==> src/verilog/opa_cmp_pkg.sv <==
// Purpose: Shared constants, field layouts and helpers of the amplifier and comparator control.
// Assumes: One 8-bit register per word, byte addresses on a 4-bit register port.
// Notes:   Every offset, field position, reset value and filter length is named here once.
`default_nettype none
package opa_cmp_pkg;

    // Register addresses of the plain register port.
    localparam logic [3:0] ADDR_CMP_CTRL   = 4'h0;
    localparam logic [3:0] ADDR_AMP0_CTRL  = 4'h1;
    localparam logic [3:0] ADDR_AMP1_CTRL  = 4'h2;
    localparam logic [3:0] ADDR_EDGE_SEL   = 4'h3;
    localparam logic [3:0] ADDR_IRQ_STATUS = 4'h4;
    localparam logic [3:0] ADDR_IRQ_MASK   = 4'h5;

    // Field positions of the comparator control register.
    localparam int CMP_UNUSED_BIT = 7;
    localparam int CMP_ON_BIT     = 6;
    localparam int CMP_INV_BIT    = 5;
    localparam int CMP_RES_BIT    = 4;
    localparam int CMP_DBC_LSB    = 2;
    localparam int CMP_BIAS_LSB   = 0;

    // Field positions of each amplifier offset control register.
    localparam int AMP_EN_BIT    = 7;
    localparam int AMP_OUT_BIT   = 6;
    localparam int AMP_MODE_BIT  = 5;
    localparam int AMP_REF_BIT   = 4;
    localparam int AMP_TRIM_LSB  = 0;

    // Event sources; the same index is used for synchronisers and interrupt bits.
    localparam int SRC_CMP  = 0;
    localparam int SRC_AMP0 = 1;
    localparam int SRC_AMP1 = 2;
    localparam int SRC_W    = 3;

    // Reset values.
    localparam logic [7:0]       CMP_CTRL_RESET = 8'h00;
    localparam logic [6:0]       AMP_CTRL_RESET = 7'h00;
    localparam logic [1:0]       EDGE_RESET     = 2'h0;
    localparam logic [SRC_W-1:0] IRQ_RESET      = 3'h0;

    // Debounce selections and their filter lengths in system clocks.
    localparam logic [1:0] DBC_NONE    = 2'h0;
    localparam logic [1:0] DBC_ONE     = 2'h1;
    localparam logic [1:0] DBC_FOUR    = 2'h2;
    localparam logic [1:0] DBC_SIXTEEN = 2'h3;
    localparam logic [4:0] DBC_LEN_ONE     = 5'h01;
    localparam logic [4:0] DBC_LEN_FOUR    = 5'h04;
    localparam logic [4:0] DBC_LEN_SIXTEEN = 5'h10;

    // Bias current codes, highest to lowest; the last code is not implemented.
    localparam logic [1:0] BIAS_HIGH   = 2'h0;
    localparam logic [1:0] BIAS_MID    = 2'h1;
    localparam logic [1:0] BIAS_LOW    = 2'h2;
    localparam logic [1:0] BIAS_UNIMPL = 2'h3;

    // Comparator interrupt edge selections.
    localparam logic [1:0] EDGE_FALL     = 2'h0;
    localparam logic [1:0] EDGE_RISE     = 2'h1;
    localparam logic [1:0] EDGE_BOTH     = 2'h2;
    localparam logic [1:0] EDGE_RESERVED = 2'h3;

    // Software-visible control of one amplifier.
    typedef struct packed {
        logic       enable;
        logic       mode;
        logic       ref_sel;
        logic [3:0] trim;
    } amp_ctrl_s;

    // Software-visible control of the comparator.
    typedef struct packed {
        logic       on;
        logic       invert;
        logic [1:0] debounce;
        logic [1:0] bias;
    } cmp_ctrl_s;

    // Switch controls {three, two, one} from offset mode and reference select.
    function automatic logic [2:0] switch_decode(input logic mode, input logic ref_sel);
        logic [2:0] sw;
        sw = 3'h3;
        if (mode && !ref_sel) begin
            sw = 3'h6;
        end else if (mode && ref_sel) begin
            sw = 3'h5;
        end
        return sw;
    endfunction

    // Filter length for a debounce selection; no filtering behaves as one clock of tracking.
    function automatic logic [4:0] debounce_len(input logic [1:0] sel);
        logic [4:0] len;
        len = DBC_LEN_ONE;
        if (sel == DBC_FOUR) begin
            len = DBC_LEN_FOUR;
        end else if (sel == DBC_SIXTEEN) begin
            len = DBC_LEN_SIXTEEN;
        end
        return len;
    endfunction

    // Read image of an amplifier register with its live output bit.
    function automatic logic [7:0] amp_read(input amp_ctrl_s a, input logic out);
        return {a.enable, out, a.mode, a.ref_sel, a.trim};
    endfunction

    // Amplifier control taken from a register write; the output bit is not writable.
    function automatic amp_ctrl_s amp_write(input logic [7:0] wdata);
        amp_ctrl_s a;
        a.enable  = wdata[AMP_EN_BIT];
        a.mode    = wdata[AMP_MODE_BIT];
        a.ref_sel = wdata[AMP_REF_BIT];
        a.trim    = wdata[AMP_TRIM_LSB +: 4];
        return a;
    endfunction

endpackage
`default_nettype wire

==> src/verilog/cmp_debounce.sv <==
// Purpose: Debounce filter of the conditioned comparator result.
// Assumes: The input is already synchronised to the system clock.
// Notes:   The filter is held cleared while the comparator is off.
`timescale 1ns/1ps
`default_nettype none
module cmp_debounce (
    input  wire logic       clk,
    input  wire logic       arst_n,
    input  wire logic       enable,
    input  wire logic [1:0] sel,
    input  wire logic       raw,
    output logic            filtered
);

    typedef struct packed {
        logic       level;
        logic [4:0] count;
    } dbc_state_s;

    dbc_state_s st_reg;
    dbc_state_s st_next;
    logic [4:0] len;

    // Next state: count clocks at a new level and take it once the count is met.
    always_comb begin
        st_next = st_reg;
        len     = opa_cmp_pkg::debounce_len(sel);
        if (!enable) begin
            st_next = '0;
        end else if (raw == st_reg.level) begin
            st_next.count = 5'h00;
        end else if ((st_reg.count + 5'h01) >= len) begin
            st_next.level = raw;
            st_next.count = 5'h00;
        end else begin
            st_next.count = st_reg.count + 5'h01;
        end
    end

    // State register.
    always_ff @(posedge clk or negedge arst_n) begin
        if (!arst_n) begin
            st_reg <= '0;
        end else begin
            st_reg <= st_next;
        end
    end

    // Without filtering the synchronised level passes straight through.
    assign filtered = enable & ((sel == opa_cmp_pkg::DBC_NONE) ? raw : st_reg.level);
endmodule
`default_nettype wire

==> src/verilog/opa_comparator_control.sv <==
// Purpose: Register file and digital control of two amplifiers and one comparator.
// Assumes: CMP_RAW and AMP*_OUT are asynchronous analog outputs; the register port is
//          on CLK_SYS and never waits.
// Notes:   Interrupt status bits are sticky, cleared by writing a one.
//
// Overview of operation
// - Each amplifier's offset mode and reference select decode into its three switches.
// - Comparator control bit 6 switches the comparator on and resets to zero.
// - Comparator control bit 5 inverts the comparison result before the output bit.
// - Comparator control bit 4 is a read-only image of the conditioned result.
// - Bits 3 to 2 select no filtering or one, four or sixteen clocks of debounce.
// - Bits 1 to 0 drive the comparator bias current, with code 11 unimplemented.
// - Comparator control bit 7 always reads zero.
// - The comparator interrupt fires on falling, rising or both edges, with code 11 reserved.
//
// Chosen here: the register offsets and the address-and-strobe port.
`timescale 1ns/1ps
`default_nettype none
module opa_comparator_control (
    input  wire logic       CLK_SYS,
    input  wire logic       ARST_N,
    input  wire logic [3:0] BUS_ADDR,
    input  wire logic [7:0] BUS_WDATA,
    input  wire logic       BUS_WRITE,
    input  wire logic       BUS_READ,
    output logic      [7:0] BUS_RDATA,
    input  wire logic       CMP_RAW,
    input  wire logic       AMP0_OUT,
    input  wire logic       AMP1_OUT,
    output logic            CMP_ON,
    output logic      [1:0] CMP_BIAS,
    output logic            CMP_RESULT,
    output logic            AMP0_ENABLE,
    output logic      [2:0] AMP0_SWITCH,
    output logic      [3:0] AMP0_TRIM,
    output logic            AMP1_ENABLE,
    output logic      [2:0] AMP1_SWITCH,
    output logic      [3:0] AMP1_TRIM,
    output logic            IRQ
);

    // Whole state of the block apart from the debounce filter, which u_debounce holds.
    typedef struct packed {
        opa_cmp_pkg::cmp_ctrl_s cmp;
        opa_cmp_pkg::amp_ctrl_s amp0;
        opa_cmp_pkg::amp_ctrl_s amp1;
        logic [1:0]             edge_sel;
        logic [2:0]             irq_status;
        logic [2:0]             irq_mask;
        logic [7:0]             rdata;
        logic [2:0]             sync1;
        logic [2:0]             sync2;
        logic [1:0]             amp_prev;
        logic                   cmp_prev;
    } ctl_state_s;

    ctl_state_s st_reg;
    ctl_state_s st_next;
    logic [2:0] event_hit;
    logic [2:0] clear_mask;
    logic       cond_raw;
    logic       cmp_filtered;
    logic       cmp_rise;
    logic       cmp_fall;

    assign cond_raw = st_reg.sync2[opa_cmp_pkg::SRC_CMP] ^ st_reg.cmp.invert;

    // Debounce of the conditioned comparator result.
    cmp_debounce u_debounce (
        .clk      (CLK_SYS),
        .arst_n   (ARST_N),
        .enable   (st_reg.cmp.on),
        .sel      (st_reg.cmp.debounce),
        .raw      (cond_raw),
        .filtered (cmp_filtered)
    );

    // Edges of the conditioned output against its value one clock earlier.
    assign cmp_rise = cmp_filtered & ~st_reg.cmp_prev;
    assign cmp_fall = ~cmp_filtered & st_reg.cmp_prev;

    // Next state: synchronisers, events, register writes and the registered read data.
    always_comb begin
        st_next    = st_reg;
        event_hit  = 3'h0;
        clear_mask = 3'h0;

        // Asynchronous analog outputs pass two flip-flops before use.
        st_next.sync1    = {AMP1_OUT, AMP0_OUT, CMP_RAW};
        st_next.sync2    = st_reg.sync1;
        st_next.amp_prev = st_reg.sync2[opa_cmp_pkg::SRC_AMP1:opa_cmp_pkg::SRC_AMP0];
        st_next.cmp_prev = cmp_filtered;

        unique case (st_reg.edge_sel)
            opa_cmp_pkg::EDGE_FALL: begin
                event_hit[opa_cmp_pkg::SRC_CMP] = cmp_fall;
            end
            opa_cmp_pkg::EDGE_RISE: begin
                event_hit[opa_cmp_pkg::SRC_CMP] = cmp_rise;
            end
            opa_cmp_pkg::EDGE_BOTH: begin
                event_hit[opa_cmp_pkg::SRC_CMP] = cmp_rise | cmp_fall;
            end
            opa_cmp_pkg::EDGE_RESERVED: begin
                event_hit[opa_cmp_pkg::SRC_CMP] = 1'b0;
            end
        endcase

        // Amplifier outputs raise an event on their falling edge.
        event_hit[opa_cmp_pkg::SRC_AMP0] = st_reg.amp_prev[0]
                                           & ~st_reg.sync2[opa_cmp_pkg::SRC_AMP0];
        event_hit[opa_cmp_pkg::SRC_AMP1] = st_reg.amp_prev[1]
                                           & ~st_reg.sync2[opa_cmp_pkg::SRC_AMP1];

        // Register writes.
        if (BUS_WRITE) begin
            unique case (BUS_ADDR)
                opa_cmp_pkg::ADDR_CMP_CTRL: begin
                    st_next.cmp.on       = BUS_WDATA[opa_cmp_pkg::CMP_ON_BIT];
                    st_next.cmp.invert   = BUS_WDATA[opa_cmp_pkg::CMP_INV_BIT];
                    st_next.cmp.debounce = BUS_WDATA[opa_cmp_pkg::CMP_DBC_LSB +: 2];
                    if (BUS_WDATA[opa_cmp_pkg::CMP_BIAS_LSB +: 2] != opa_cmp_pkg::BIAS_UNIMPL) begin
                        st_next.cmp.bias = BUS_WDATA[opa_cmp_pkg::CMP_BIAS_LSB +: 2];
                    end
                end
                opa_cmp_pkg::ADDR_AMP0_CTRL: begin
                    st_next.amp0 = opa_cmp_pkg::amp_write(BUS_WDATA);
                end
                opa_cmp_pkg::ADDR_AMP1_CTRL: begin
                    st_next.amp1 = opa_cmp_pkg::amp_write(BUS_WDATA);
                end
                opa_cmp_pkg::ADDR_EDGE_SEL: begin
                    st_next.edge_sel = BUS_WDATA[1:0];
                end
                opa_cmp_pkg::ADDR_IRQ_STATUS: begin
                    clear_mask = BUS_WDATA[2:0];
                end
                opa_cmp_pkg::ADDR_IRQ_MASK: begin
                    st_next.irq_mask = BUS_WDATA[2:0];
                end
                default: begin
                end
            endcase
        end

        // Sticky status: an event in the clearing cycle wins.
        st_next.irq_status = (st_reg.irq_status & ~clear_mask) | event_hit;

        // Read data stand only in the cycle after the read strobe.
        st_next.rdata = 8'h00;
        if (BUS_READ) begin
            unique case (BUS_ADDR)
                opa_cmp_pkg::ADDR_CMP_CTRL: begin
                    st_next.rdata = {1'b0, st_reg.cmp.on, st_reg.cmp.invert, cmp_filtered,
                                     st_reg.cmp.debounce, st_reg.cmp.bias};
                end
                opa_cmp_pkg::ADDR_AMP0_CTRL: begin
                    st_next.rdata = opa_cmp_pkg::amp_read(st_reg.amp0,
                                        st_reg.sync2[opa_cmp_pkg::SRC_AMP0]);
                end
                opa_cmp_pkg::ADDR_AMP1_CTRL: begin
                    st_next.rdata = opa_cmp_pkg::amp_read(st_reg.amp1,
                                        st_reg.sync2[opa_cmp_pkg::SRC_AMP1]);
                end
                opa_cmp_pkg::ADDR_EDGE_SEL: begin
                    st_next.rdata = {6'h00, st_reg.edge_sel};
                end
                opa_cmp_pkg::ADDR_IRQ_STATUS: begin
                    st_next.rdata = {5'h00, st_reg.irq_status};
                end
                opa_cmp_pkg::ADDR_IRQ_MASK: begin
                    st_next.rdata = {5'h00, st_reg.irq_mask};
                end
                default: begin
                    st_next.rdata = 8'h00;
                end
            endcase
        end
    end

    // State register with reset values.
    always_ff @(posedge CLK_SYS or negedge ARST_N) begin
        if (!ARST_N) begin
            st_reg            <= '0;
            st_reg.cmp        <= {opa_cmp_pkg::CMP_CTRL_RESET[opa_cmp_pkg::CMP_ON_BIT],
                                  opa_cmp_pkg::CMP_CTRL_RESET[opa_cmp_pkg::CMP_INV_BIT],
                                  opa_cmp_pkg::CMP_CTRL_RESET[3:0]};
            st_reg.amp0       <= opa_cmp_pkg::AMP_CTRL_RESET;
            st_reg.amp1       <= opa_cmp_pkg::AMP_CTRL_RESET;
            st_reg.edge_sel   <= opa_cmp_pkg::EDGE_RESET;
            st_reg.irq_status <= opa_cmp_pkg::IRQ_RESET;
            st_reg.irq_mask   <= opa_cmp_pkg::IRQ_RESET;
        end else begin
            st_reg <= st_next;
        end
    end

    assign AMP0_SWITCH = opa_cmp_pkg::switch_decode(st_reg.amp0.mode, st_reg.amp0.ref_sel);
    assign AMP1_SWITCH = opa_cmp_pkg::switch_decode(st_reg.amp1.mode, st_reg.amp1.ref_sel);

    // Amplifier enables and trim fields come straight from their registers.
    assign AMP0_ENABLE = st_reg.amp0.enable;
    assign AMP0_TRIM   = st_reg.amp0.trim;
    assign AMP1_ENABLE = st_reg.amp1.enable;
    assign AMP1_TRIM   = st_reg.amp1.trim;

    assign CMP_BIAS = st_reg.cmp.bias;

    assign CMP_ON     = st_reg.cmp.on;
    assign CMP_RESULT = cmp_filtered;

    // Register read data and the masked level interrupt.
    assign BUS_RDATA = st_reg.rdata;
    assign IRQ       = |(st_reg.irq_status & st_reg.irq_mask);
endmodule
`default_nettype wire

==> config.mk <==
export PLATFORM = sky130hd
export DESIGN_NAME = opa_comparator_control
export DESIGN_NICKNAME = d
export VERILOG_FILES = /design/src/verilog/opa_cmp_pkg.sv /design/src/verilog/cmp_debounce.sv /design/src/verilog/opa_comparator_control.sv
export SDC_FILE = /design/constraint.sdc
export NUM_CORES = 1
export LEC_CHECK = 0
export ABC_AREA = 1
export ABC_CLOCK_PERIOD_IN_PS = 3300
export BUFFER_PORTS_ARGS = -buffer_cell sky130_fd_sc_hd__clkbuf_2
export CAP_MARGIN = 20
export CORE_ASPECT_RATIO = 1.75
export CORE_MARGIN = 2
export CORE_UTILIZATION = 45
export DETAILED_ROUTE_END_ITERATION = 10
export GPL_TIMING_DRIVEN = 0
export PLACE_DENSITY = 0.72
export SYNTH_ARGS = -nofsm -noshare
export SYNTH_HDL_FRONTEND = slang
export SYNTH_SLANG_ARGS = --single-unit
==> constraint.sdc <==
create_clock -name CLK_SYS -period 3.3 [get_ports CLK_SYS]
set_input_delay 0.66 -clock CLK_SYS [delete_from_list [all_inputs] [get_ports CLK_SYS]]
set_output_delay 0.66 -clock CLK_SYS [all_outputs]
set_load 0.05 [all_outputs]
==> impl_metrics.csv <==
group,metric,value,unit
logic_synthesis,area_share_of_fa_ha_maj_cells_after_synthesis,2.97,%
place,pre_cts_slack,1.32,ns
power_and_ir_drop,power.density,601,nW/um2
logic_synthesis,post_synth_main_area_contributors,"dfrtp_1, nand2_1, inv_1",
logic_synthesis,ys_ff_latch,51,
grt,groute.usage.overall,18.7,%
die,start_util,46.0,%
min_path,hold_path_end,"st_next[2]",
logic_synthesis,synth-compound-area-share,11.8,%
timing,layout_worst_path_cycle_share,69.4,%
die,die_y_extent,103,um
finish,syn_to_final_growth,18.1,%
route,routedWlPerCell,12.5,um
finish,postLayoutCellArea,2990,um2
clocking,path_clk_slew,0.09,ns
die,pin_count,48,
clocking,post_cts_setup_repair_bufs,0,
finish,layout-drive-gt1-share,30.5,%
clocking,tritoncts,"yes",
place,post-place-cells,407,
critical_path,critical_path_peak_fanout,3,
timing,max_freq,437,MHz
min_path,holdCritStartpoint,"st_next[5]",
logic_synthesis,synth_top_family_by_area,"simple AND/OR/NAND/NOR gates",
grt,grt_pass1_wl,8.72,mm
critical_path,required,2.64,ns
timing,timing_hold_violations_final,0,
timing,timing.clock.skew,0.00675,ns
grt,grt_antenna_before_repair,0,
finish,layout.cells.non_filler,414,
die,standard_cell_core_area,5500,um2
clocking,cts-root-to-sink-buffers,2,
clocking,post_cts_resized,0,
clocking,cts_max_level,2,
critical_path,crit-reg2reg-launch,"u_debounce.st_reg[0]",
critical_path,ff2ff_setup_slack,1.49,ns
finish,layout.nets,363,
logic_synthesis,syn-num-nets,308,
timing,final.min_clock_period,2.29,ns
timing,setup_viol_count_final,0,
timing,grt_setup_unrepaired,"false",
timing,max_slew.worst_pin.slew,0.679,ns
timing,relSlewSlack,54.7,%
power_and_ir_drop,static-leakage-power,1.58,nW
outcome,run_status,"finished clean",
die,design.die.area,6260,um2
route,route.final.wire_length,5.16,mm
run,timing.max_cap.violations,0,
critical_path,worstPathArrival,1.63,ns
finish,antenna-diode-count,0,
logic_synthesis,yosys.area_share.xor_xnor,1.38,%
logic_synthesis,netlist.top_cell.by_area,"dfrtp_1",
logic_synthesis,synth.lib_cells_used.distinct,27,
finish,utilization,54.3,%
critical_path,critical_path.startpoint_type,"flip-flop",
finish,largest_register_ffs,19,
grt,largest_net_degree_at_the_start_of_global_routing,28,
critical_path,worst_r2r_dst,"u_debounce.st_reg[5]",
logic_synthesis,synth_top_cell_area_share,50.4,%
min_path,min-delay-path-class,"reg -> reg",
route,final_antenna_net_count,0,
timing,fin_tns_setup,0,ns
logic_synthesis,synthesis.area_per_instance,8.94,um2
die,die_w,60.7,um
route,drt_pass1_iterations,4,
logic_synthesis,synth.mux.area_fraction,0,%
critical_path,reg2reg_depth,9,
clocking,tritoncts.num_buffers,5,
logic_synthesis,postSynthCellCount,283,
route,drc,0,
timing,report.final.slew_viol_count,0,
place,globalplace.congestion,0.863,
route,dr_total_vias,1975,
power_and_ir_drop,max-vdd-ir-drop,0.356,mV
logic_synthesis,post_synth_and_or_nand_nor_area_fraction,20.8,%
die,num_rows,36,
logic_synthesis,synth_sequential_area_ratio,50.4,%
logic_synthesis,syn-cell-area,2530,um2
grt,first_global_vias,1947,
critical_path,path_class,"reg -> out",
grt,overflow,0,
logic_synthesis,synth.yosys.warnings,0,
min_path,min_path_cells,0,
place,dpl.hpwl,4.10,mm
timing,timing.final.ws_setup,1.01,ns
place,place.port_buffers,47,
route,drt_iter0_markers,56,
critical_path,timing.critical_path.to_type,"output pin",
critical_path,startpoint,"st_reg[43]",
clocking,cts_root_buf,"clkbuf_8",
clocking,clkSinkCount,51,
route,vias_cell,4.77,
clocking,clock_insertion_delay_worst_skew,0.30,ns
clocking,post_cts_hold_buffer_count,0,
place,post_place_cell_area,2880,um2
## worst max path at each step
| stage | slack (ns) | cells past startpoint | end |
|---|---|---|---|
| after floorplan | 1.30 | 4 | CMP_RESULT |
| after global placement | 1.35 | 5 | CMP_RESULT |
| after detailed placement | 1.32 | 5 | CMP_RESULT |
| after CTS | 0.97 | 5 | CMP_RESULT |
| after global routing | 0.89 | 5 | CMP_RESULT |
| final | 1.01 | 5 | CMP_RESULT |
## synth_stat cells
| cell type | n |
|---|---|
| nand2_1 | 69 |
| buf_4 | 18 |
| nand4_1 | 1 |
| dfrtp_1 | 51 |
| o31ai_1 | 3 |
| xnor2_1 | 2 |
| inv_1 | 37 |
| a21oi_1 | 7 |
| o221ai_1 | 1 |
| inv_2 | 2 |
| o21ai_1 | 4 |
| xor2_1 | 2 |
| nor2_8 | 1 |
| nor2_2 | 1 |
| nand2_2 | 3 |
| nand3b_1 | 1 |
| nor2_1 | 15 |
| inv_4 | 1 |
| nor2_4 | 4 |
| nand2_4 | 2 |
| o21ai_2 | 14 |
| o211ai_1 | 2 |
| buf_6 | 2 |
| nand3_1 | 17 |
| o21ai_0 | 15 |
| clkbuf_1 | 2 |
| ha_1 | 6 |
## critical path: stages, from the launching register on
cell and delay [ns]:
dfrtp_1 0.41, xnor2_1 0.29, nand3_1 0.14, nand2_1 0.15, inv_1 0.09, clkbuf_2 0.24
## where the power goes
group	internal, mW	switching, mW
combinational	0.176	0.414
clock	0.222	0.197
sequential	0.714	0.0713
total	1.11	0.682
## layout make-up
| type | instances | area [um2] |
|---|---|---|
| plain buffers | 22 | 165 |
| clock buffers | 5 | 68.8 |
| clock inverters | 2 | 37.5 |
| fillers | 551 | 2510 |
| inverters | 40 | 153 |
| multi-input cells | 170 | 936 |
| flip-flops and latches | 51 | 1280 |
| well taps | 76 | 95.1 |
| repair buffers | 48 | 255 |
## kinds of logic (layout without fill, tap and decap cells)
kind of cell,after synthesis,after routing
flip-flops,51,51
buffers and inverters,62,117
AND/OR/NAND/NOR,114,114
XOR/XNOR,4,4
AO/OA/AOI/OAI,46,46
adder cells (fa/ha/maj),6,6
## per-stage QoR
step / hold slack (ns) / power [mW]
2_1_floorplan: 0.331 / 1.24
3_3_place_gp: 0.334 / 1.37
3_5_place_dp: 0.337 / 1.39
4_1_cts: 0.358 / 1.81
5_1_grt: 0.367 / 1.90
6_report: 0.356 / 1.79
## cells in the final DEF (no fill, tap or decap), types with 2 or more instances in the layout
cell,instances
clkbuf_1,2
buf_4,18
nor2_1,15
nand2_2,3
dfrtp_1,51
o21ai_1,4
buf_6,2
nand3_1,17
o211ai_1,2
nand2_1,69
inv_1,37
xnor2_1,2
o31ai_1,3
nand2_4,2
clkbuf_8,5
inv_2,2
ha_1,6
a21oi_1,7
xor2_1,2
clkbuf_2,47
o21ai_2,14
nor2_4,4
o21ai_0,15
## metal layers
metal | GRT usage (%) | up-vias | part of all wire, %
li1 | - | 980 | -
met1 | 21.0 | 925 | 37
met2 | 32.8 | 51 | 54
met3 | 2.99 | 19 | 3.6
met4 | 10.2 | 0 | 4.5
met5 | 0 | - | 0
No activity file was read; power rests on OpenSTA's default activity.
